$ cat src/inc/timer_unit_pkg.sv
// Constants and types of the timer and interrupt unit.
// Functional notes
// - Two 8-bit flag registers, each with an 8-bit enable register.
// - Write bit 7 selects set or clear of the written ones in bits 0-6.
// - Enabled events mark the status bit and, if activated, the request pin.
// - Transmit-done sets when transmitter moves from data to end-of-frame.
// - Receive-done sets when the received stream ends.
// - Command-idle sets when a running command returns to idle.
// - One water level gives top and bottom FIFO alerts; each sets a flag.
// - Error flag sets when any receive error bit becomes set.
// - Card-detect flag sets when a card is found in low-power sensing.
// - Receive-start flag sets on start-of-frame or subcarrier detection.
// - Global flag sets while any other enabled flag is set.
// - Five timers; first four pick carrier, slow clock or timer 0/1 underflow.
// - Each timer has a 16-bit count and a 16-bit reload, byte-wide access.
// - Wake timer on low-power oscillator wakes system, may return to standby.
// - Shared control register starts, stops and reports the four timers.
// - A running timer decrements once per selected tick.
// - At zero, the next tick raises the timer interrupt.
// - At underflow the timer stops or reloads, giving periodic interrupts.
// - The start bit of a timer's own control register starts it.
// - A stop event before underflow halts the timer with no interrupt.
// - Host can set and clear each timer flag directly.
package timer_unit_pkg;
   localparam int CLK_HZ = 100_000_000;
   localparam int CARRIER_HZ = 13_560_000;
   localparam int ACC_GRAIN = 10_000;
   localparam logic [13:0] ACC_STEP = 14'(CARRIER_HZ / ACC_GRAIN);
   localparam logic [13:0] ACC_MOD = 14'(CLK_HZ / ACC_GRAIN);
   localparam logic [5:0] SLOW_DIV_LAST = 6'h3f;
   localparam int NUM_TIMERS = 5;
   localparam int WAKE_IDX = 4;
   localparam logic [7:0] ADDR_FLAGS_A = 8'h00;
   localparam logic [7:0] ADDR_FLAGS_B = 8'h01;
   localparam logic [7:0] ADDR_EN_A = 8'h02;
   localparam logic [7:0] ADDR_EN_B = 8'h03;
   localparam logic [7:0] ADDR_STATUS = 8'h04;
   localparam logic [7:0] ADDR_GCTRL = 8'h05;
   localparam logic [7:0] ADDR_POWER = 8'h06;
   localparam logic [7:0] ADDR_WATER = 8'h07;
   localparam logic [7:0] ADDR_TMR_BASE = 8'h10;
   localparam logic [7:0] ADDR_TMR_END = 8'h38;
   localparam logic [2:0] SUB_CTRL = 3'h0;
   localparam logic [2:0] SUB_RLD_HI = 3'h1;
   localparam logic [2:0] SUB_RLD_LO = 3'h2;
   localparam logic [2:0] SUB_CNT_HI = 3'h3;
   localparam logic [2:0] SUB_CNT_LO = 3'h4;
   localparam int WR_SET_BIT = 7;
   localparam int FA_TX = 0;
   localparam int FA_RX = 1;
   localparam int FA_IDLE = 2;
   localparam int FA_HIGH = 3;
   localparam int FA_LOW = 4;
   localparam int FA_ERR = 5;
   localparam int FA_SOF = 6;
   localparam int FB_CARD = 5;
   localparam int FB_ANY = 6;
   localparam int TC_AUTO = 2;
   localparam int TC_START = 3;
   localparam int TC_STOPEV = 4;
   localparam int TC_AUTOSLEEP = 5;
   localparam int GC_STROBE = 4;
   localparam int PW_PIN_EN = 0;
   localparam int PW_STANDBY = 1;
   localparam logic [7:0] FLAGS_RST = 8'h00;
   localparam logic [7:0] ENABLE_RST = 8'h00;
   localparam logic [7:0] TCTRL_RST = 8'h00;
   localparam logic [15:0] RELOAD_RST = 16'h0000;
   localparam logic [7:0] WATER_RST = 8'h08;
   localparam logic [7:0] POWER_RST = 8'h00;
   typedef enum logic [1:0] {
      CLK_CARRIER = 2'b00,
      CLK_SLOW = 2'b01,
      CLK_UF0 = 2'b10,
      CLK_UF1 = 2'b11
   } clk_sel_type;
   typedef enum logic {
      T_IDLE = 1'b0,
      T_RUN = 1'b1
   } timer_state_type;
endpackage

$ cat src/inc/timer_ctrl_if.sv
// Link between the register side and one timer channel.
`timescale 1ns/100ps
interface timer_ctrl_if;
   logic tick;
   logic start;
   logic stop;
   logic auto_reload;
   logic [15:0] reload;
   logic [15:0] count;
   logic running;
   logic underflow;
   modport unit (output tick, start, stop, auto_reload, reload, input count, running, underflow);
   modport chan (input tick, start, stop, auto_reload, reload, output count, running, underflow);
endinterface

$ cat src/timer_and_interrupt_unit.sv
// Five timers with the interrupt flag and enable registers.
`timescale 1ns/100ps
module timer_and_interrupt_unit
   import timer_unit_pkg::*;
#(
   parameter int FIFO_DEPTH = 512,
   parameter int FIFO_AW = 10
)
(
   // Clock and reset.
   input wire logic i_mclk,
   input wire logic i_rst,
   // Register port.
   input wire logic [7:0] i_addr,
   input wire logic [7:0] i_wdata,
   input wire logic i_wr,
   input wire logic i_rd,
   output logic [7:0] o_rdata,
   // Event sources.
   input wire logic i_tx_eof_start,
   input wire logic i_rx_end,
   input wire logic i_cmd_busy,
   input wire logic [FIFO_AW-1:0] i_fifo_count,
   input wire logic [7:0] i_rx_err,
   input wire logic i_rx_sof,
   input wire logic i_low_power_card_sensing_mode,
   input wire logic i_card_found,
   input wire logic i_card_check_done,
   input wire logic [3:0] i_stop_event,
   // Low-power oscillator pin.
   input wire logic i_lpo_clk,
   // Host request and power.
   output logic o_int_req,
   output logic o_standby,
   output logic o_wake
);
   logic [7:0] flags_a;
   logic [7:0] flags_b;
   logic [7:0] en_a;
   logic [7:0] en_b;
   logic [7:0] water;
   logic pin_en;
   logic [7:0] tctrl [NUM_TIMERS];
   logic [15:0] treload [NUM_TIMERS];
   logic [15:0] cnt_arr [NUM_TIMERS];
   logic [NUM_TIMERS-1:0] run_vec;
   logic [NUM_TIMERS-1:0] uf_vec;
   logic [13:0] acc;
   logic carrier_tick;
   logic [5:0] slow_cnt;
   logic slow_tick;
   logic lpo_s1;
   logic lpo_s2;
   logic lpo_s3;
   logic lpo_tick;
   logic cmd_busy_d;
   logic hi_d;
   logic lo_d;
   logic [7:0] err_d;
   logic hi_now;
   logic lo_now;
   logic [7:0] hw_a;
   logic [7:0] hw_b;
   logic [7:0] next_flags_a;
   logic [7:0] next_flags_b;
   logic wr_fa;
   logic wr_fb;
   logic wr_gc;
   logic any_pending;

   // ----------------------------------------
   // Helpers
   // ----------------------------------------
   // Bit 7 of the write picks set or clear; hardware sets always win.
   function automatic logic [7:0] apply_write(
      input logic [7:0] cur,
      input logic [7:0] hw,
      input logic wr,
      input logic [7:0] wd
   );
      logic [7:0] val;
      val = cur;
      if (wr) begin
         if (wd[WR_SET_BIT]) begin
            val = cur | {1'b0, wd[6:0]};
         end else begin
            val = cur & ~{1'b0, wd[6:0]};
         end
      end
      return (val | hw) & 8'h7f;
   endfunction

   function automatic logic sel_tick(
      input clk_sel_type sel,
      input logic car,
      input logic slow,
      input logic uf0,
      input logic uf1
   );
      logic t;
      case (sel)
         CLK_CARRIER: t = car;
         CLK_SLOW: t = slow;
         CLK_UF0: t = uf0;
         default: t = uf1;
      endcase
      return t;
   endfunction

   function automatic logic is_tmr(input logic [7:0] a);
      return a >= ADDR_TMR_BASE && a < ADDR_TMR_END;
   endfunction

   function automatic logic [2:0] tmr_idx(input logic [7:0] a);
      logic [7:0] d;
      d = a - ADDR_TMR_BASE;
      return d[5:3];
   endfunction

   // ----------------------------------------
   // Tick sources
   // ----------------------------------------
   // A phase accumulator gives an exact long-run carrier rate from the
   // system clock; single ticks jitter by one system cycle.
   always_ff @(posedge i_mclk or posedge i_rst) begin
      if (i_rst) begin
         acc <= 14'h0000;
         carrier_tick <= 1'b0;
      end else if (acc + ACC_STEP >= ACC_MOD) begin
         acc <= acc + ACC_STEP - ACC_MOD;
         carrier_tick <= 1'b1;
      end else begin
         acc <= acc + ACC_STEP;
         carrier_tick <= 1'b0;
      end
   end

   always_ff @(posedge i_mclk or posedge i_rst) begin
      if (i_rst) begin
         slow_cnt <= 6'h00;
         slow_tick <= 1'b0;
      end else begin
         slow_tick <= carrier_tick && slow_cnt == SLOW_DIV_LAST;
         if (carrier_tick) begin
            slow_cnt <= slow_cnt + 6'h01;
         end
      end
   end

   always_ff @(posedge i_mclk or posedge i_rst) begin
      if (i_rst) begin
         lpo_s1 <= 1'b0;
         lpo_s2 <= 1'b0;
         lpo_s3 <= 1'b0;
      end else begin
         lpo_s1 <= i_lpo_clk;
         lpo_s2 <= lpo_s1;
         lpo_s3 <= lpo_s2;
      end
   end
   assign lpo_tick = lpo_s2 && !lpo_s3;

   // ----------------------------------------
   // Timer channels
   // ----------------------------------------
   assign wr_gc = i_wr && i_addr == ADDR_GCTRL;

   timer_ctrl_if tif [NUM_TIMERS] ();
   genvar g;
   for (g = 0; g < NUM_TIMERS; g++) begin : g_tim
      logic mode_start;
      assign mode_start = i_wr && is_tmr(i_addr) && tmr_idx(i_addr) == 3'(g)
         && i_addr[2:0] == SUB_CTRL && i_wdata[TC_START];
      if (g == WAKE_IDX) begin : g_wake
         assign tif[g].tick = lpo_tick;
         assign tif[g].start = mode_start;
         assign tif[g].stop = 1'b0;
      end else begin : g_gen
         assign tif[g].tick = sel_tick(clk_sel_type'(tctrl[g][1:0]),
            carrier_tick, slow_tick, uf_vec[0], uf_vec[1]);
         assign tif[g].start = mode_start
            || (wr_gc && i_wdata[GC_STROBE+g] && i_wdata[g]);
         assign tif[g].stop = (wr_gc && i_wdata[GC_STROBE+g] && !i_wdata[g])
            || (i_stop_event[g] && tctrl[g][TC_STOPEV]);
      end
      assign tif[g].auto_reload = tctrl[g][TC_AUTO];
      assign tif[g].reload = treload[g];
      assign cnt_arr[g] = tif[g].count;
      assign run_vec[g] = tif[g].running;
      assign uf_vec[g] = tif[g].underflow;
      timer_channel u_chan (
         .i_mclk(i_mclk),
         .i_rst(i_rst),
         .ctl(tif[g])
      );
   end

   // ----------------------------------------
   // Timer registers
   // ----------------------------------------
   // The start bit is a strobe and never stays stored.
   always_ff @(posedge i_mclk or posedge i_rst) begin
      if (i_rst) begin
         for (int n = 0; n < NUM_TIMERS; n++) begin
            tctrl[n] <= TCTRL_RST;
            treload[n] <= RELOAD_RST;
         end
      end else if (i_wr && is_tmr(i_addr)) begin
         for (int n = 0; n < NUM_TIMERS; n++) begin
            if (tmr_idx(i_addr) == 3'(n)) begin
               if (i_addr[2:0] == SUB_CTRL) begin
                  tctrl[n] <= i_wdata & ~(8'h01 << TC_START);
               end else if (i_addr[2:0] == SUB_RLD_HI) begin
                  treload[n][15:8] <= i_wdata;
               end else if (i_addr[2:0] == SUB_RLD_LO) begin
                  treload[n][7:0] <= i_wdata;
               end
            end
         end
      end
   end

   // ----------------------------------------
   // Event detection
   // ----------------------------------------
   assign hi_now = {1'b0, i_fifo_count} >= (FIFO_AW+1)'(FIFO_DEPTH) - {3'b000, water};
   assign lo_now = {1'b0, i_fifo_count} <= {3'b000, water};

   always_ff @(posedge i_mclk or posedge i_rst) begin
      if (i_rst) begin
         cmd_busy_d <= 1'b0;
         hi_d <= 1'b0;
         lo_d <= 1'b0;
         err_d <= 8'h00;
      end else begin
         cmd_busy_d <= i_cmd_busy;
         hi_d <= hi_now;
         lo_d <= lo_now;
         err_d <= i_rx_err;
      end
   end

   always_comb begin
      hw_a = 8'h00;
      hw_a[FA_TX] = i_tx_eof_start;
      hw_a[FA_RX] = i_rx_end;
      hw_a[FA_IDLE] = cmd_busy_d && !i_cmd_busy;
      hw_a[FA_HIGH] = hi_now && !hi_d;
      hw_a[FA_LOW] = lo_now && !lo_d;
      hw_a[FA_ERR] = |(i_rx_err & ~err_d);
      hw_a[FA_SOF] = i_rx_sof;
   end

   // ----------------------------------------
   // Flags and request pin
   // ----------------------------------------
   assign wr_fa = i_wr && i_addr == ADDR_FLAGS_A;
   assign wr_fb = i_wr && i_addr == ADDR_FLAGS_B;

   always_comb begin
      hw_b = 8'h00;
      hw_b[NUM_TIMERS-1:0] = uf_vec;
      hw_b[FB_CARD] = i_card_found && i_low_power_card_sensing_mode;
      next_flags_a = apply_write(flags_a, hw_a, wr_fa, i_wdata);
      next_flags_b = apply_write(flags_b, hw_b, wr_fb, i_wdata);
      any_pending = |(next_flags_a & en_a) || |(next_flags_b[5:0] & en_b[5:0]);
      next_flags_b[FB_ANY] = next_flags_b[FB_ANY] || any_pending;
   end

   always_ff @(posedge i_mclk or posedge i_rst) begin
      if (i_rst) begin
         flags_a <= FLAGS_RST;
         flags_b <= FLAGS_RST;
      end else begin
         flags_a <= next_flags_a;
         flags_b <= next_flags_b;
      end
   end

   always_ff @(posedge i_mclk or posedge i_rst) begin
      if (i_rst) begin
         en_a <= ENABLE_RST;
         en_b <= ENABLE_RST;
      end else begin
         en_a <= apply_write(en_a, 8'h00, i_wr && i_addr == ADDR_EN_A, i_wdata);
         en_b <= apply_write(en_b, 8'h00, i_wr && i_addr == ADDR_EN_B, i_wdata);
      end
   end

   // The pin follows the flag values being stored, so it changes together
   // with the flags while still coming straight from a flip-flop.
   always_ff @(posedge i_mclk or posedge i_rst) begin
      if (i_rst) begin
         o_int_req <= 1'b0;
      end else begin
         o_int_req <= (i_wr && i_addr == ADDR_POWER ? i_wdata[PW_PIN_EN] : pin_en)
            && (|(next_flags_a & en_a) || |(next_flags_b & en_b));
      end
   end

   // ----------------------------------------
   // Power and configuration
   // ----------------------------------------
   always_ff @(posedge i_mclk or posedge i_rst) begin
      if (i_rst) begin
         pin_en <= POWER_RST[PW_PIN_EN];
         water <= WATER_RST;
      end else begin
         if (i_wr && i_addr == ADDR_POWER) begin
            pin_en <= i_wdata[PW_PIN_EN];
         end
         if (i_wr && i_addr == ADDR_WATER) begin
            water <= i_wdata;
         end
      end
   end

   // Wake-up wins over a sleep request arriving in the same cycle.
   always_ff @(posedge i_mclk or posedge i_rst) begin
      if (i_rst) begin
         o_standby <= POWER_RST[PW_STANDBY];
         o_wake <= 1'b0;
      end else begin
         o_wake <= uf_vec[WAKE_IDX];
         if (uf_vec[WAKE_IDX]) begin
            o_standby <= 1'b0;
         end else if (i_card_check_done && !i_card_found && tctrl[WAKE_IDX][TC_AUTOSLEEP]) begin
            o_standby <= 1'b1;
         end else if (i_wr && i_addr == ADDR_POWER && i_wdata[PW_STANDBY]) begin
            o_standby <= 1'b1;
         end
      end
   end

   // ----------------------------------------
   // Read port
   // ----------------------------------------
   always_ff @(posedge i_mclk or posedge i_rst) begin
      if (i_rst) begin
         o_rdata <= 8'h00;
      end else if (!i_rd) begin
         o_rdata <= 8'h00;
      end else if (i_addr == ADDR_FLAGS_A) begin
         o_rdata <= flags_a;
      end else if (i_addr == ADDR_FLAGS_B) begin
         o_rdata <= flags_b;
      end else if (i_addr == ADDR_EN_A) begin
         o_rdata <= en_a;
      end else if (i_addr == ADDR_EN_B) begin
         o_rdata <= en_b;
      end else if (i_addr == ADDR_STATUS) begin
         o_rdata <= {7'h00, flags_b[FB_ANY]};
      end else if (i_addr == ADDR_GCTRL) begin
         o_rdata <= {4'h0, run_vec[3:0]};
      end else if (i_addr == ADDR_POWER) begin
         o_rdata <= {6'h00, o_standby, pin_en};
      end else if (i_addr == ADDR_WATER) begin
         o_rdata <= water;
      end else if (is_tmr(i_addr)) begin
         if (i_addr[2:0] == SUB_CTRL) begin
            o_rdata <= tctrl[tmr_idx(i_addr)];
         end else if (i_addr[2:0] == SUB_RLD_HI) begin
            o_rdata <= treload[tmr_idx(i_addr)][15:8];
         end else if (i_addr[2:0] == SUB_RLD_LO) begin
            o_rdata <= treload[tmr_idx(i_addr)][7:0];
         end else if (i_addr[2:0] == SUB_CNT_HI) begin
            o_rdata <= cnt_arr[tmr_idx(i_addr)][15:8];
         end else if (i_addr[2:0] == SUB_CNT_LO) begin
            o_rdata <= cnt_arr[tmr_idx(i_addr)][7:0];
         end else begin
            o_rdata <= 8'h00;
         end
      end else begin
         o_rdata <= 8'h00;
      end
   end
endmodule

$ cat src/timer_channel.sv
// One 16-bit down-counting timer channel.
`timescale 1ns/100ps
module timer_channel
   import timer_unit_pkg::*;
(
   // Clock and reset.
   input wire logic i_mclk,
   input wire logic i_rst,
   // Control and state.
   timer_ctrl_if.chan ctl
);
   timer_state_type state;
   logic [15:0] count;
   logic underflow;

   // ----------------------------------------
   // Counter
   // ----------------------------------------
   // The count is held after a stop so elapsed time can be read back.
   always_ff @(posedge i_mclk or posedge i_rst) begin
      if (i_rst) begin
         state <= T_IDLE;
         count <= RELOAD_RST;
      end else begin
         case (state)
            T_IDLE: begin
               if (ctl.start) begin
                  state <= T_RUN;
                  count <= ctl.reload;
               end
            end
            T_RUN: begin
               if (ctl.stop) begin
                  state <= T_IDLE;
               end else if (ctl.start) begin
                  count <= ctl.reload;
               end else if (ctl.tick) begin
                  if (count == 16'h0000) begin
                     if (ctl.auto_reload) begin
                        count <= ctl.reload;
                     end else begin
                        state <= T_IDLE;
                     end
                  end else begin
                     count <= count - 16'h0001;
                  end
               end
            end
            default: state <= T_IDLE;
         endcase
      end
   end

   always_ff @(posedge i_mclk or posedge i_rst) begin
      if (i_rst) begin
         underflow <= 1'b0;
      end else begin
         underflow <= state == T_RUN && !ctl.stop && !ctl.start && ctl.tick && count == 16'h0000;
      end
   end

   assign ctl.count = count;
   assign ctl.running = state == T_RUN;
   assign ctl.underflow = underflow;
endmodule

$ cat config.mk
export PLATFORM = sky130hd
export DESIGN_NAME = timer_and_interrupt_unit
export DESIGN_NICKNAME = d
export VERILOG_FILES = /design/src/inc/timer_unit_pkg.sv /design/src/inc/timer_ctrl_if.sv /design/src/timer_and_interrupt_unit.sv /design/src/timer_channel.sv
export SDC_FILE = /design/constraint.sdc
export NUM_CORES = 1
export LEC_CHECK = 0
export BUFFER_PORTS_ARGS = -buffer_cell sky130_fd_sc_hd__clkbuf_2
export CORE_MARGIN = 1
export CORE_UTILIZATION = 45
export CTS_BUF_LIST = sky130_fd_sc_hd__clkbuf_16
export DETAILED_ROUTE_END_ITERATION = 7
export PLACE_DENSITY_LB_ADDON = 0.05
export SLEW_MARGIN = 20
export SYNTH_ARGS = -nofsm -noshare
export SYNTH_HDL_FRONTEND = slang
export SYNTH_SLANG_ARGS = --single-unit
$ cat constraint.sdc
create_clock -name i_mclk -period 18.07 [get_ports i_mclk]
set_input_delay 3.614 -clock i_mclk [delete_from_list [all_inputs] [get_ports i_mclk]]
set_output_delay 3.614 -clock i_mclk [all_outputs]
set_load 0.05 [all_outputs]
# ---- After elaboration in Yosys (flattened, before gate mapping)
# Cells that the tools add are included.
dict set report totals {
  output_inout_bits 11
  in_bits 50
  elab_cells 377
  ff_bits 289
}
dict set report classes {
  n_eq_ne 43
  muxes 108
  n_reduce_logical 135
  add_sub_neg 10
  n_bitwise 24
  n_lt_le_gt_ge 6
}
# cell count
set ops {}
lappend ops {{16-bit two-way mux} 33}
lappend ops {{16-bit one-hot mux with 2 select lines} 5}
lappend ops {{8-bit two-way mux} 17}
lappend ops {{16-bit binary-select mux with 3-bit select} 2}
lappend ops {{16-bit logical NOT} 5}
lappend ops {{16-bit by 1-bit subtractor with 16-bit output, second input constant} 5}
lappend ops {{1-bit logical AND} 69}
lappend ops {{7-bit bitwise AND} 6}
lappend ops {{7-bit two-way mux} 6}
lappend ops {{4-bit AND reduction} 9}
lappend ops {{7-bit bitwise OR} 5}
lappend ops {{1-bit two-way mux} 34}
lappend ops {{8-bit by 3-bit == test with 1-bit output, second input constant} 4}
lappend ops {{5-bit AND reduction} 5}
lappend ops {{8-bit binary-select mux with 3-bit select} 1}
lappend ops {{8-bit OR reduction} 3}
lappend ops {{4-bit by 3-bit != test with 1-bit output, second input constant} 5}
lappend ops {{1-bit logical NOT} 18}
lappend ops {{3-bit AND reduction} 6}
lappend ops {{8-bit by 2-bit == test with 1-bit output, second input constant} 2}
lappend ops {{3-bit by 1-bit != test with 1-bit output, second input constant} 5}
lappend ops {{14-bit by 11-bit adder with 14-bit output, second input constant} 1}
lappend ops {{14-bit >= comparator, second input constant} 1}
lappend ops {{14-bit two-way mux} 1}
lappend ops {{other kinds (33)} 78}

# ---- Longest topological paths before layout
# Gate-level depths: netlist of the first run.
dict set report logic_depth {
  word_depth 20
  ltp_mapped 15
  depth_no_buf 12
}

# ---- Hierarchy
# Synthesis of the first run repeated with hierarchy kept, for this count alone.
dict set report hier_totals {
  cells_unflattened 1686
  hier_area_um2 17892.2
}
# module seq_area_each_um2 area_each_um2 cells_per_inst n_inst
set modules_own_cells {}
lappend modules_own_cells {timer_and_interrupt_unit 4931.0 11150.7 1001 1}
lappend modules_own_cells {{timer_channel (g_tim[0].u_chan ...)} 450.4 1348.8 137 3}
lappend modules_own_cells {{timer_channel (g_tim[3].u_chan ...)} 450.4 1347.5 137 2}

# ---- Worst setup path after synthesis of the first run
# OpenSTA, ideal clock, no wires.
dict set report synth_timing {
  kind {input -> register}
  startpoint {in i_addr[4]}
  endpoint {reg treload, in the netlist tif[4].reload[10]}
  setup_ns 0.125
  setup_slack_ns 11.242
  n_path_buf 7
  cell_stages 12
  t_arrival_ns 6.703
  required_time_ns 17.945
  cell_sequence {buf_2 > clkbuf_1 > clkbuf_1 > inv_1 > ha_1 > clkbuf_1 > nor3b_1 > clkbuf_1 > buf_2 > nor2b_1 > clkbuf_1 > mux2_2}
}
dict set report synth_via {
  elab_chain_cells 4
  word_cells_on_any_way 7
  classes_between {add/sub: 1; order compare: 2; eq/ne: 1; reduce/logical: 3}
}
# element line
set synth_rtl {}
lappend synth_rtl {{start: declaration} timer_and_interrupt_unit.sv:14} ;# input wire logic [7:0] i_addr,
lappend synth_rtl {{parallel branches: the longest is 3 deep, another holds 6-bit by 5-bit subtractor with 6-bit output} n/a}
lappend synth_rtl {{4-bit AND reduction (no source line) (*)} n/a}
lappend synth_rtl {{end signal: indexed assignment} timer_and_interrupt_unit.sv:214} ;# treload[n][15:8] <= i_wdata;
lappend synth_rtl {{end signal: indexed assignment} timer_and_interrupt_unit.sv:216} ;# treload[n][7:0] <= i_wdata;
lappend synth_rtl {{end: declaration} timer_and_interrupt_unit.sv:44} ;# logic [15:0] treload [NUM_TIMERS];
# Mark *: on every way between the ends.
# A chain may end at the register's enable or synchronous reset.

# ---- Final worst setup path of the first run
dict set report layout_timing {
  startpoint {in i_addr[4]}
  endpoint {reg g_tim[4].u_chan.count[15]}
}
dict set report layout_via {
  elab_chain_cells 8
  word_cells_on_any_way 15
  classes_between {add/sub: 1; order compare: 2; eq/ne: 4; mux: 2; reduce/logical: 6}
}
# element line
set layout_rtl {}
lappend layout_rtl {{parallel branches: the longest is 3 deep, another holds 6-bit by 5-bit subtractor with 6-bit output} n/a}
lappend layout_rtl {{1-bit logical AND (*)} timer_and_interrupt_unit.sv:172} ;# assign mode_start = i_wr && is_tmr(i_addr) && tmr_idx(i_addr) == 3'(g)
lappend layout_rtl {{1-bit logical AND (*) (2 in series)} timer_and_interrupt_unit.sv:173} ;# && i_addr[2:0] == SUB_CTRL && i_wdata[TC_START];
lappend layout_rtl {{4-bit by 3-bit != test with 1-bit output (no source line), or another cell as far along} n/a}
lappend layout_rtl {{3-bit AND reduction (no source line) or 16-bit one-hot mux with 2 select lines (tied branches)} n/a}
lappend layout_rtl {{end signal: assignment} timer_channel.sv:29} ;# count <= ctl.reload;
lappend layout_rtl {{end signal: assignment} timer_channel.sv:36} ;# count <= ctl.reload;
lappend layout_rtl {{end signal: assignment} timer_channel.sv:40} ;# count <= ctl.reload;
lappend layout_rtl {{end: declaration} timer_channel.sv:13} ;# logic [15:0] count;
# Marked as above.

==> impl.org, run 1 <==
** Outcome
- The flow ran to the end, and the final reports show no timing, DRC or antenna violations.

** Setup path
- In this run the worst setup path begins at i_addr[4].
- In this run the worst path has a maximum fanout of 52.
- Kind of end point of the critical path :: flop
- On the critical path, the stage with the largest delay is an instance of nand3_1.
- Delay contributed by the slowest stage of the critical path :: 0.84 ns
- Startpoint-to-endpoint class of the critical path :: primary input to flop
- Data on the critical path is required at its endpoint by 18.46 ns.
- Launch point of the worst reg-to-reg path :: water[2]
- Critical path startpoint category :: primary input
- The kind of cell with the highest combined delay along the critical path is simple AND/OR/NAND/NOR gates.
- Dominant cell type by count on the critical path :: buf_4
- Stages on worst setup path :: 12
- For the worst flop-to-flop path, the logic depth is 12.
- Reg2reg end :: o_int_req
- Walking the worst path, the cells encountered are clkbuf_2 > buf_4 > inv_1 > ha_1 > buf_4 > nor3b_2 > buf_4 > nand3_1 > nand3_1 > nor2_1 > a32oi_1 > o21ai_0.
- Critical Path AT :: 7.34 ns
- Setup slack on the worst reg-to-reg path comes out at 14.77 ns.
- Sum of buffers and inverters on the critical path :: 5

** Placed design
- Number of input and output port buffers inserted :: 60
- Post-placement setup slack :: 10.40 ns
- The HPWL after detailed placement is 39090 µm.
- Placer's final routability congestion estimate :: 0.9207

** Route
- Number of nets with antenna violations after detailed routing :: 0
- Wires add up to 55440 µm.
- The first TritonRoute pass finished after 6 iterations.
- Dividing the detail-routed wire length by the instance count gives 25.40 µm.
- Using the TritonRoute via totals, the vias-per-cell ratio works out to 6.413.
- After the first detailed-routing iteration, the DRC count stood at 1353.
- DRC violation count after routing :: 0
- Total number of vias :: 14000

** Synth
- Most repeated cell in the gate-level netlist after synthesis :: dfrtp_1
- The top cell type by area accounts for 42.71% of the synthesized area.
- Share of flip-flops with an asynchronous set or reset after synthesis :: 100.0%
- For this run, the leading register cell type out of synthesis is dfrtp_1.
- Cell area after technology mapping :: 16760 µm²
- Number of enable flip-flop cells after synthesis :: 0
- Sequential elements use 42.87% of the synthesized area.
- The biggest area contributor in the post-synthesis netlist is dfrtp_1.
- Syn. warnings :: 0
- Synthesis produced a netlist with a net count of 1773.
- After synthesis, the mean cell area works out to 9.939 µm².
- After synthesis the netlist holds a flip-flop and latch count of 287.
- Counting distinct cell types in the post-synthesis netlist gives 86.
- After technology mapping, the gate count stands at 1686.
- Yosys attributes the largest share of cell area to dfrtp_1 (43%), mux2_2 (9.3%), mux4_2 (5.2%), o21ai_0 (3.5%), a21oi_1 (3.2%).
- Commonest cells in the synthesized netlist :: dfrtp_1 (286), mux2_2 (138), nor2_1 (133)

** Floorplan
- The core region is 36610 µm².
- In this run the count of I/O pins placed on the die edge is 61.
- Measured along the x axis, the die boundary spans 195.0 µm.
- The die is 195.0 µm tall.
- The die covers 38010 µm².
- Std cell rows :: 70
- Starting density of the core :: 45.77%

** Clock network
- After clock tree synthesis, the repair step resized 0 gates.
- After clock tree synthesis, the clock-pin slew on the worst setup and hold paths is 0.06 ns.
- Maximum buffer depth of the clock tree :: 3
- Clk Latency, worst-skew pair :: 0.55 ns
- The clock tree synthesis step divided the H-tree into 2 levels.
- Post CTS Setup Buffer Count :: 0
- Count of clock tree sinks :: 287
- Number of buffers created by CTS :: 35
- TritonCTS built the clock tree.
- Number of buffers inserted for hold repair after clock tree synthesis :: 0
- The tree is rooted in a clkbuf_16.

** Timing
- Based on the critical path, the design can be clocked at up to 143.9 MHz.
- Least-Margin Pin Slew :: 1.195 ns
- Max Clock Skew :: 0.02895 ns
- In the final timing run, aggregate negative setup slack is 0 ns.
- Final setup violating endpoints :: 0
- Once routing completed, OpenROAD measured the worst setup slack at 11.12 ns.
- Worst hold margin :: 0.3723 ns
- Final clock period utilization by the worst path :: 38.46%
- Number of endpoints with negative hold slack in the final report :: 0
- Worst slew slack as a fraction of its limit :: 19.69%
- Setup repair after global routing left no endpoint under its margin.
- Max-slew violation count :: 0
- Post-route minimum period :: 6.949 ns

** Power
- VDD sags by at most 0.08195 mV.
- After layout, the design draws a total of 1832 µW.
- For this design the static power due to leakage is 0.008041 µW.
- Power spread over the standard cell area amounts to 98.99 nW/µm².

** Finish
- Synthesis-to-layout area growth :: 10.45%
- Ant diodes :: 0
- Cells with a size suffix above 1 make up 18.95% of the layout.
- The final layout contains 1778 nets.

** Worst hold path
- WHS Endpoint :: lpo_s2
- Worst hold path cell count :: 0
- Hold Crit Start :: lpo_s1
- Worst min path class :: flop to flop

** GRT
- Overall track demand over capacity in global routing :: 29.45%
- Largest net degree at the start of global routing :: 155
- Wire length of the first global-routing pass :: 84840 µm
- The number of global-route vias before repair came to 13385.
- For this run the aggregate overflow at the end of global routing stands at 0.
- Number of antenna violations at the first check in global routing :: 1

** Job
- Max-cap violations in this run came to 0.
-- metal layers --
| layer | global-route usage, % | vias up | routed length, µm |
|---|---|---|---|
| li1 | - | 6302 | - |
| met1 | 42.01 | 7103 | 24610 |
| met2 | 45.41 | 481 | 25370 |
| met3 | 4.836 | 112 | 3740 |
| met4 | 10.15 | 2 | 1704 |
| met5 | 0 | - | 12 |
-- layout make-up --
class	count	area, µm²
clock buffer	37	925.9
clock inverter	24	236.5
fill	3412	18100
inverter	70	270.3
multi-input combinational	1222	8881
sequential	287	7183
tap	468	585.6
timing repair buffer	75	425.4
-- worst max-delay path by stage --
stage | to | slack [ns]
after floorplan | asynchronous set/reset pin | 6.54
after global placement | g_tim[2].u_chan.ctl.count[10] | 10.49
after detailed placement | g_tim[2].u_chan.ctl.count[13] | 10.40
after CTS | g_tim[2].u_chan.ctl.count[13] | 10.94
after global routing | g_tim[4].u_chan.ctl.count[15] | 10.77
final | g_tim[4].u_chan.ctl.count[15] | 11.12
-- sequential cells by signal, indices dropped and copies added, names as in the netlist, 5 cells and up, named ones only --
name and flops:
g_tim.u_chan.ctl.count 80, slow_cnt 6, err_d 8, tctrl 35, g_tim.u_chan.ctl.running 5, flags_b 7
g_tim.u_chan.ctl.underflow 5, o_rdata 8, water 8, flags_a 7, acc 12, tif.reload 80
-- kinds of logic after synthesis --
logic type | Yosys count | share of synthesized area [%]
and+or+nand+nor | 495 | 14.63
AOI/OAI and AO/OA | 466 | 18.25
DFF | 287 | 42.87
muxes | 203 | 16.08
buffers and inverters | 177 | 4.316
adders and majority gates | 37 | 2.763
xor gates and xnor gates | 21 | 1.098
-- stage by stage --
stage / utilization [%] / instance area, µm² / cells
after floorplan: - / 16760 / 1686
after global placement: 47.34 / 17330 / 2122
after detailed placement: 47.34 / 17330 / 2122
after CTS: 50.52 / 18500 / 2183
after global routing: 50.55 / 18510 / 2183
final: 50.55 / 18510 / 2183
-- where the power goes --
group	internal, µW	total (µW)	switching (µW)	leakage, µW
clock network	440	728	288	0.000588
registers	684	750	65.8	0.00381
logic	127	354	227	0.00364
total	1250	1830	580	0.00804
-- layout by cell type (no fill, tap or decap), drive strengths merged, types with 19 or more instances in the layout --
master    n
a21oi   107
a221oi   23
clkbuf   96
dfrtp   286
ha       37
inv      74
mux2    139
mux2i    25
mux4     39
nand2   124
nand3    29
nand4    22
nor2    133
nor3     67
nor4     25
o21ai   140
o22ai    19
No activity file was read; power rests on OpenSTA's default activity.
==> inputs of run 2 (changes only) <==
- ABC_AREA: not set -> 1
- clock period: 18.07 -> 5.9 ns (I/O delays scaled with it)
==> run 2 against run 1 <==
First-iteration DRC count decreased by 4.5%. Via count is 7.9% higher. Register-to-register slack got worse by 12 ns. Non-clock buffer count is 2 higher. Combinational power grew to 4.9 times the previous value. Design area is 1.6% lower. Global-route usage grew 1.2 points. Final cell count up 21%. Sequential power increased to 3.4 times the previous value. Clock skew fell by 0.0064 ns. Area after synthesis is 1.4% lower. Worst hold slack worse by 0.016 ns.
==> impl.org, run 2 <==
** Placed design
- Once placement finished, the instance area stood at 17160 µm².
- After detailed placement, the design holds a cell count of 2572.
- Number of input and output port buffers inserted :: 60
- Post-detail-place hpwl :: 42020 µm
- Placer's final routability congestion estimate :: 1.012

** Route
- In this run the remaining antenna-violating nets after routing total 0.
- Post-detailed-route via-to-cell ratio :: 5.740
- Drt total wl :: 56840 µm
- After detailed routing, the average wire length per cell comes to 21.60 µm.
- DRC violation count after routing :: 0
- The first TritonRoute pass finished after 7 iterations.
- Number of DRC markers after the initial detailed-route iteration :: 1292
- The final route contains 15101 vias.

** Clock network
- CTS placed an instance of clkbuf_16 at the clock tree root.
- After clock tree synthesis, the setup repair step added 0 buffers.
- Number of buffers inserted for hold repair after clock tree synthesis :: 0
- TritonCTS created 35 clock buffers.
- Clock latency on the worst-skew pair, taken at its later pin, is 0.55 ns.
- Counting every sink on the clock net gives 287.
- CTS tree :: done
- Maximum buffer depth of the clock tree :: 3
- The H-tree was split into 2 levels.
- PostCTS Resize Cnt :: 0
- Clock-pin slew was measured on the worst setup and hold paths at 0.05 ns.

** Timing
- Final clock period utilization by the worst path :: 72.41%
- Number of endpoints with negative hold slack in the final report :: 0
- Subtracting the final worst setup slack from the clock period gives 4.272 ns.
- Maximum clock frequency :: 234.1 MHz
- Unrepaired setup endpoints after global routing :: false
- Max Clock Skew :: 0.02253 ns
- Summed over all failing endpoints, the final setup total negative slack is 0 ns.
- Worst slew slack as a fraction of its limit :: 16.37%
- Least-Margin Pin Slew :: 1.241 ns
- The max-slew violation count is 0.
- Setup violations remaining at the end of the flow were counted as 0.

** Finish
- For this run, the post-layout net count is 2235.
- The finished cells cover 18210 µm².
- Leading cell types in the layout, fill and taps excluded :: nand2_1 (507), dfrtp_1 (286), o21ai_0 (267), inv_1 (224), nor2_1 (147)
- In the final layout, the share of cells above drive strength 1 is 9.451%.
- For this run, the share of the core covered by cells in the final layout is 50.83%.
- Most common cell after layout, fill and taps aside :: nand2_1
- Synthesis-to-layout area growth :: 10.20%
- Leaving out filler cells and counting taps, the final layout contains 2631.

** GRT
- Wire length of the first global-routing pass :: 87140 µm
- Via count of the first global-routing pass :: 14475
- Largest net degree at the start of global routing :: 133
- Overflow left after global routing :: 0
- Overall track demand over capacity in global routing :: 30.65%
- The initial antenna violation count came to 2.

** Floorplan
- Floorplan die area :: 37490 µm²
- I/O pins :: 61
- The total area inside the core boundary comes to 35830 µm².
- Vertical die dimension :: 193.6 µm
- Floorplan die width :: 193.6 µm
- Std cell rows :: 69
- For this configuration, the core starts out at a cell density of 46.13%.

** Synth
- The number of nets handed over by synthesis was 2202.
- Part of the Yosys area used for sequential elements :: 43.47%
- The commonest cells after synthesis are nand2_1 (507), dfrtp_1 (286), o21ai_0 (267).
- Summed over its instances, the top area cell type makes up 43.31% of the synthesized netlist area.
- Share of flip-flops with an asynchronous set or reset after synthesis :: 100.0%
- Cell count after synthesis :: 2115
- By area the synthesized netlist is led by dfrtp_1 (43%), nand2_1 (12%), o21ai_0 (8.1%), inv_1 (4.9%), xor2_1 (3.4%).
- The mapped netlist covers 16530 µm².
- Main synth FF type :: dfrtp_1
- The average instance in the mapped netlist occupies 7.814 µm².
- Most repeated cell in the gate-level netlist after synthesis :: nand2_1
- Synth area leader :: dfrtp_1
- For this run, the number of Yosys warnings is 0.
- Number of library cell types mapped by synthesis :: 69
- After synthesis the netlist holds a flip-flop and latch count of 287.
- Yosys mapped a number of flops with a built-in enable equal to 0.

** Power
- In this run the power density over the cells is 344.3 nW/µm².
- Leakage :: 0.008573 µW
- VDD sags by at most 0.2708 mV.

** Worst hold path
- Hold Crit Start :: lpo_s1
- Worst min path class :: flop to flop

** Setup path
- Kind of end point of the critical path :: flop
- Launch point of the worst path :: i_addr[3]
- The worst setup path is launched from a primary input.
- STA puts the critical path data required time at 6.27 ns.
- Startpoint-to-endpoint class of the critical path :: primary input to flop
- Critical Path AT :: 4.64 ns
- CP max FO :: 36
- Launch point of the worst reg-to-reg path :: water[1]

** Job
- Across the run, the number of max-cap violations was 0.

** Outcome
- The flow ran to the end, and the final reports show no timing, DRC or antenna violations.
[run 2: logic make-up (layout without fill, tap and decap cells)]
group / count (synthesis) / in the layout / share of synthesized area [%]
adders and majority gates: 37 / 37 / 2.801
AOI/OAI and AO/OA: 581 / 581 / 20.78
DFF: 287 / 287 / 43.47
xor gates and xnor gates: 73 / 73 / 3.869
other: 0 / 1 / 0
muxes: 8 / 8 / 0.5073
buffers and inverters: 325 / 379 / 7.965
and+or+nand+nor: 804 / 804 / 20.62
[run 2: final timing paths]
kind | end | slack, ns | depth (start not counted)
max in group asynchronous | tif[4].reload[5] | 3.90 | 3
min reg2reg | lpo_s2 | 0.36 | 0
min | lpo_s2 | 0.36 | 0
max | g_tim[4].u_chan.ctl.count[15] | 1.63 | 12
min in group asynchronous | acc[4] | 0.77 | 2
max reg2reg | o_int_req | 3.00 | 18
[run 2: final cells by class]
cell class	instances	area [µm²]
Fill cell	3478	17620
Multi-Input combinational cell	1503	8029
Sequential cell	287	7183
Inverter	244	932.1
Clock buffer	36	900.9
Tap cell	461	576.8
Timing Repair Buffer	77	440.4
Clock inverter	22	146.4
Antenna cell	1	2.502
[run 2: worst max-delay path: stages]
cell and delay, ns:
clkbuf_2 0.23, inv_1 0.17, nand2_2 0.42, nor2_2 0.20
buf_4 0.30, inv_1 0.30, nor3_2 0.34, nand2_1 0.18
nand2_1 0.51, inv_1 0.42, o221ai_1 0.28, o21ai_0 0.13
[run 2: report_power, final]
group / internal (µW) / switching [µW] / total (µW)
Clock: 1150 / 870 / 2020
Sequential: 2210 / 314 / 2530
Combinational: 562 / 1160 / 1720
[run 2: per-stage QoR]
| stage | power (µW) | hold WS [ns] | setup WS (ns) |
|---|---|---|---|
| floorplan | 3706 | 0.3312 | 0.9156 |
| global placement | 4207 | 0.3353 | 1.305 |
| detailed placement | 4243 | 0.3489 | 1.190 |
| CTS | 6287 | 0.3612 | 1.744 |
| global route | 6612 | 0.3669 | 1.215 |
| finish | 6271 | 0.3561 | 1.628 |
[run 2: layer usage]
layer / vias up / part of all wire (%) / GRT usage [%] / wire length, µm
li1: 7172 / - / - / -
met1: 7209 / 44 / 42.64 / 24870
met2: 601 / 45 / 47.59 / 25400
met3: 119 / 6.9 / 4.018 / 3946
met4: 0 / 4.6 / 14.16 / 2628
met5: - / 0 / 0 / 0
==> inputs of run 3 (changes only) <==
- ABC_AREA: 1 -> 0
- clock period: 5.9 -> 3.7 ns (I/O delays scaled with it)
==> run 3 against run 2 <==
Critical path depth is the same. Utilization grew 0.96 points. Critical path type is now flop to flop. Clock skew shrank 0.0038 ns.
==> impl.org, run 3 (same netlist as run 1, synthesis figures left out) <==
** Outcome
- The flow ran to the end, and the final reports show no timing, DRC or antenna violations.

** Worst hold path
- The tightest min-delay check is of the primary input to flop type.
- WHS Endpoint :: lpo_s1
- Worst hold path cell count :: 1
- In this run the most critical hold path is launched from i_lpo_clk.

** Route
- For this block, the via count after detailed routing is 14133.
- Drt total wl :: 56060 µm
- Dividing the detail-routed via count by the number of cells gives 6.295.
- Routed wire length per instance :: 24.97 µm
- In the routed design, unresolved DRC markers number 0.
- Before antenna repair, the detailed router went through 5 iterations.
- The detailed router finished its first iteration with 1286 violations.
- Number of nets with antenna violations after detailed routing :: 0

** Setup path
- Required time at the worst-slack endpoint :: 4.11 ns
- Reg2reg end :: o_int_req
- In this run the worst path has a maximum fanout of 6.
- The worst setup path is of the flop to flop kind.
- Setup slack of the worst register-to-register path :: 0.40 ns
- CP delay by family, top :: compound AO/OA/AOI/OAI gates
- Walking the worst path, the cells encountered are nor3_1 > nand2_1 > nor4_1 > nand2_1 > ha_1 > o211ai_1 > a211oi_1 > o21ai_0 > a31oi_1 > a311o_1 > a2111oi_4 > a21boi_1.
- The cell that appears most often on the critical path is nand2_1.
- In this design, the stage delay of the slowest critical-path cell is 0.48 ns.
- The critical path starts at water[2].
- The worst setup path is captured at a flop.
- Sum of buffers and inverters on the critical path :: 0
- Critical Path AT :: 3.71 ns
- STA classifies the critical path startpoint as a flop.
- Number of cells on the worst reg-to-reg path :: 12
- In this run the critical register-to-register path is launched from water[2].
- Max stage delay cell, worst path :: dfrtp_1

** Timing
- Max Clock Skew :: 0.01875 ns
- Post-route minimum period :: 3.300 ns
- Final clock period utilization by the worst path :: 89.19%
- The max-slew violation count was 0.
- Setup violations remaining at the end of the flow were counted as 0.
- Min setup slack post-route :: 0.3999 ns
- Setup repair after global routing left no endpoint under its margin.
- Worst slew slack as a fraction of its limit :: 44.38%
- Maximum clock frequency :: 303.0 MHz
- For the pin with the worst max-slew slack, the measured transition is 0.8343 ns.
- The hold violation count in the final report is 0.

** Power
- Power spread over the standard cell area amounts to 458.8 nW/µm².
- Peak supply drop :: 0.3233 mV
- Leakage :: 0.008344 µW
- The design draws 8699 µW.

** Floorplan
- Core Box Area :: 36610 µm²
- Std cell rows :: 70
- I/O pins :: 61
- Starting density of the core :: 45.77%
- The die is 195.0 µm wide.
- In this run the vertical extent of the chip is 195.0 µm.
- Floorplan die area :: 38010 µm²

** Clock network
- CTS clk-pin slew, worst paths :: 0.06 ns
- Number of buffers inserted for hold repair after clock tree synthesis :: 0
- Number of buffers created by CTS :: 35
- CTS built an H-tree with a depth of 2.
- CTS tree :: done
- Buffers added to address setup during post-CTS repair amount to 0.
- For the worst-skew pair, the clock arrives at the later sink with an insertion delay of 0.54 ns.
- Clock root buffer master :: clkbuf_16
- PostCTS Resize Cnt :: 0
- Maximum buffer depth of the clock tree :: 3
- Counting every sink on the clock net gives 287.

** Placed design
- Routability-driven placement finished with a final weighted congestion of 0.9422.
- Post-detail-place hpwl :: 41630 µm
- Placed instance count :: 2183
- Post-placement setup slack :: 0.2594 ns
- During placement, the flow inserted port buffers numbering 60.

** Finish
- In the final design database the tool counted 1839 nets.
- Counting the fill cells in the layout gives 3374.
- Summing all flip-flop and latch instances after layout gives 7183 µm².
- Most common cell after layout, fill and taps aside :: dfrtp_1
- Synthesis-to-layout area growth :: 13.15%
- The finished layout holds 2245 standard cells, fillers aside.
- Area used by multi-input combinational logic :: 8876 µm²
- Cells with a size suffix above 1 make up 21.40% of the layout.
- Final standard cell utilization of the core :: 51.79%
- Leading cell types in the layout, fill and taps excluded :: dfrtp_1 (286), mux2_2 (138), nor2_1 (133), nand2_1 (124), o21ai_0 (117)

** GRT
- Wire length of the first global-routing pass :: 87160 µm
- Most used routing layer in global routing :: met2
- Global routing used 4.663% of the available met3 tracks.
- For this run the aggregate overflow at the end of global routing stands at 0.
- For this run, global-route usage on met2 was measured as 46.32%.
- Overall track demand over capacity in global routing :: 30.25%
- Routing usage on met1 :: 43.55%
- Largest net degree at the start of global routing :: 51
- Via count of the first global-routing pass :: 13776
- Number of antenna violations at the first check in global routing :: 2

** Job
- The tool flagged a number of max-cap violations equal to 0.
run 3: changes by cell type in the layout (fill, tap and decap cells not counted), moves of 39 or more:
cell,change
buf_4,+50
inv_1,-149
mux2_2,+135
mux4_2,+39
nand2_1,-383
o21ai_0,-150
xor2_1,-59
run 3: metrics by stage:
step                      hold WS [ns]  setup TNS [ns]  area (µm²)
final                           0.3071               0       18960
after detailed placement        0.3378               0       17900
after global routing            0.3131               0       18960
after CTS                       0.3004               0       18950
after global placement          0.3475               0       17900
after floorplan                 0.3312         -241.50       16760
run 3: how the worst max path moves through the flow:
stage | to | slack [ns] | depth (start not counted)
global placement | g_tim[3].u_chan.ctl.count[4] | 0.28 | 10
floorplan | asynchronous set/reset pin | -0.84 | 1
finish | o_int_req | 0.40 | 12
global route | flags_b[6] | 0.12 | 12
detailed placement | g_tim[3].u_chan.ctl.count[8] | 0.26 | 11
CTS | o_int_req | 0.40 | 12
run 3: worst reg2reg max path, stage by stage, from the launching register on:
cell and delay [ns]:
dfrtp_1 0.48, nor3_1 0.34, nand2_1 0.12, nor4_1 0.36
nand2_1 0.12, ha_1 0.32, o211ai_1 0.19, a211oi_1 0.06
o21ai_0 0.12, a31oi_1 0.16, a311o_1 0.39, a2111oi_4 0.40
a21boi_1 0.11
run 3: layout make-up:
cell class | instances | share of cell area, %
multi-input combinational | 1222 | 46.81
sequential | 287 | 37.88
timing repair buffer | 136 | 5.253
clock buffer | 35 | 4.619
tap | 468 | 3.088
inverter | 70 | 1.406
clock inverter | 26 | 0.9238
antenna | 1 | 0.01320
run 3: routing by layer:
metal / wire (µm) / up-vias
met5: 0 / -
met2: 25120 / 514
met1: 25300 / 7059
met3: 3672 / 117
met4: 1970 / 0
li1: - / 6443
run 3: where the power goes:
group	internal (µW)	total, µW	switching [µW]	leakage (µW)
sequential	3340	3660	315	0.00381
combinational	665	1790	1130	0.00399
clock	1860	3250	1390	0.000546
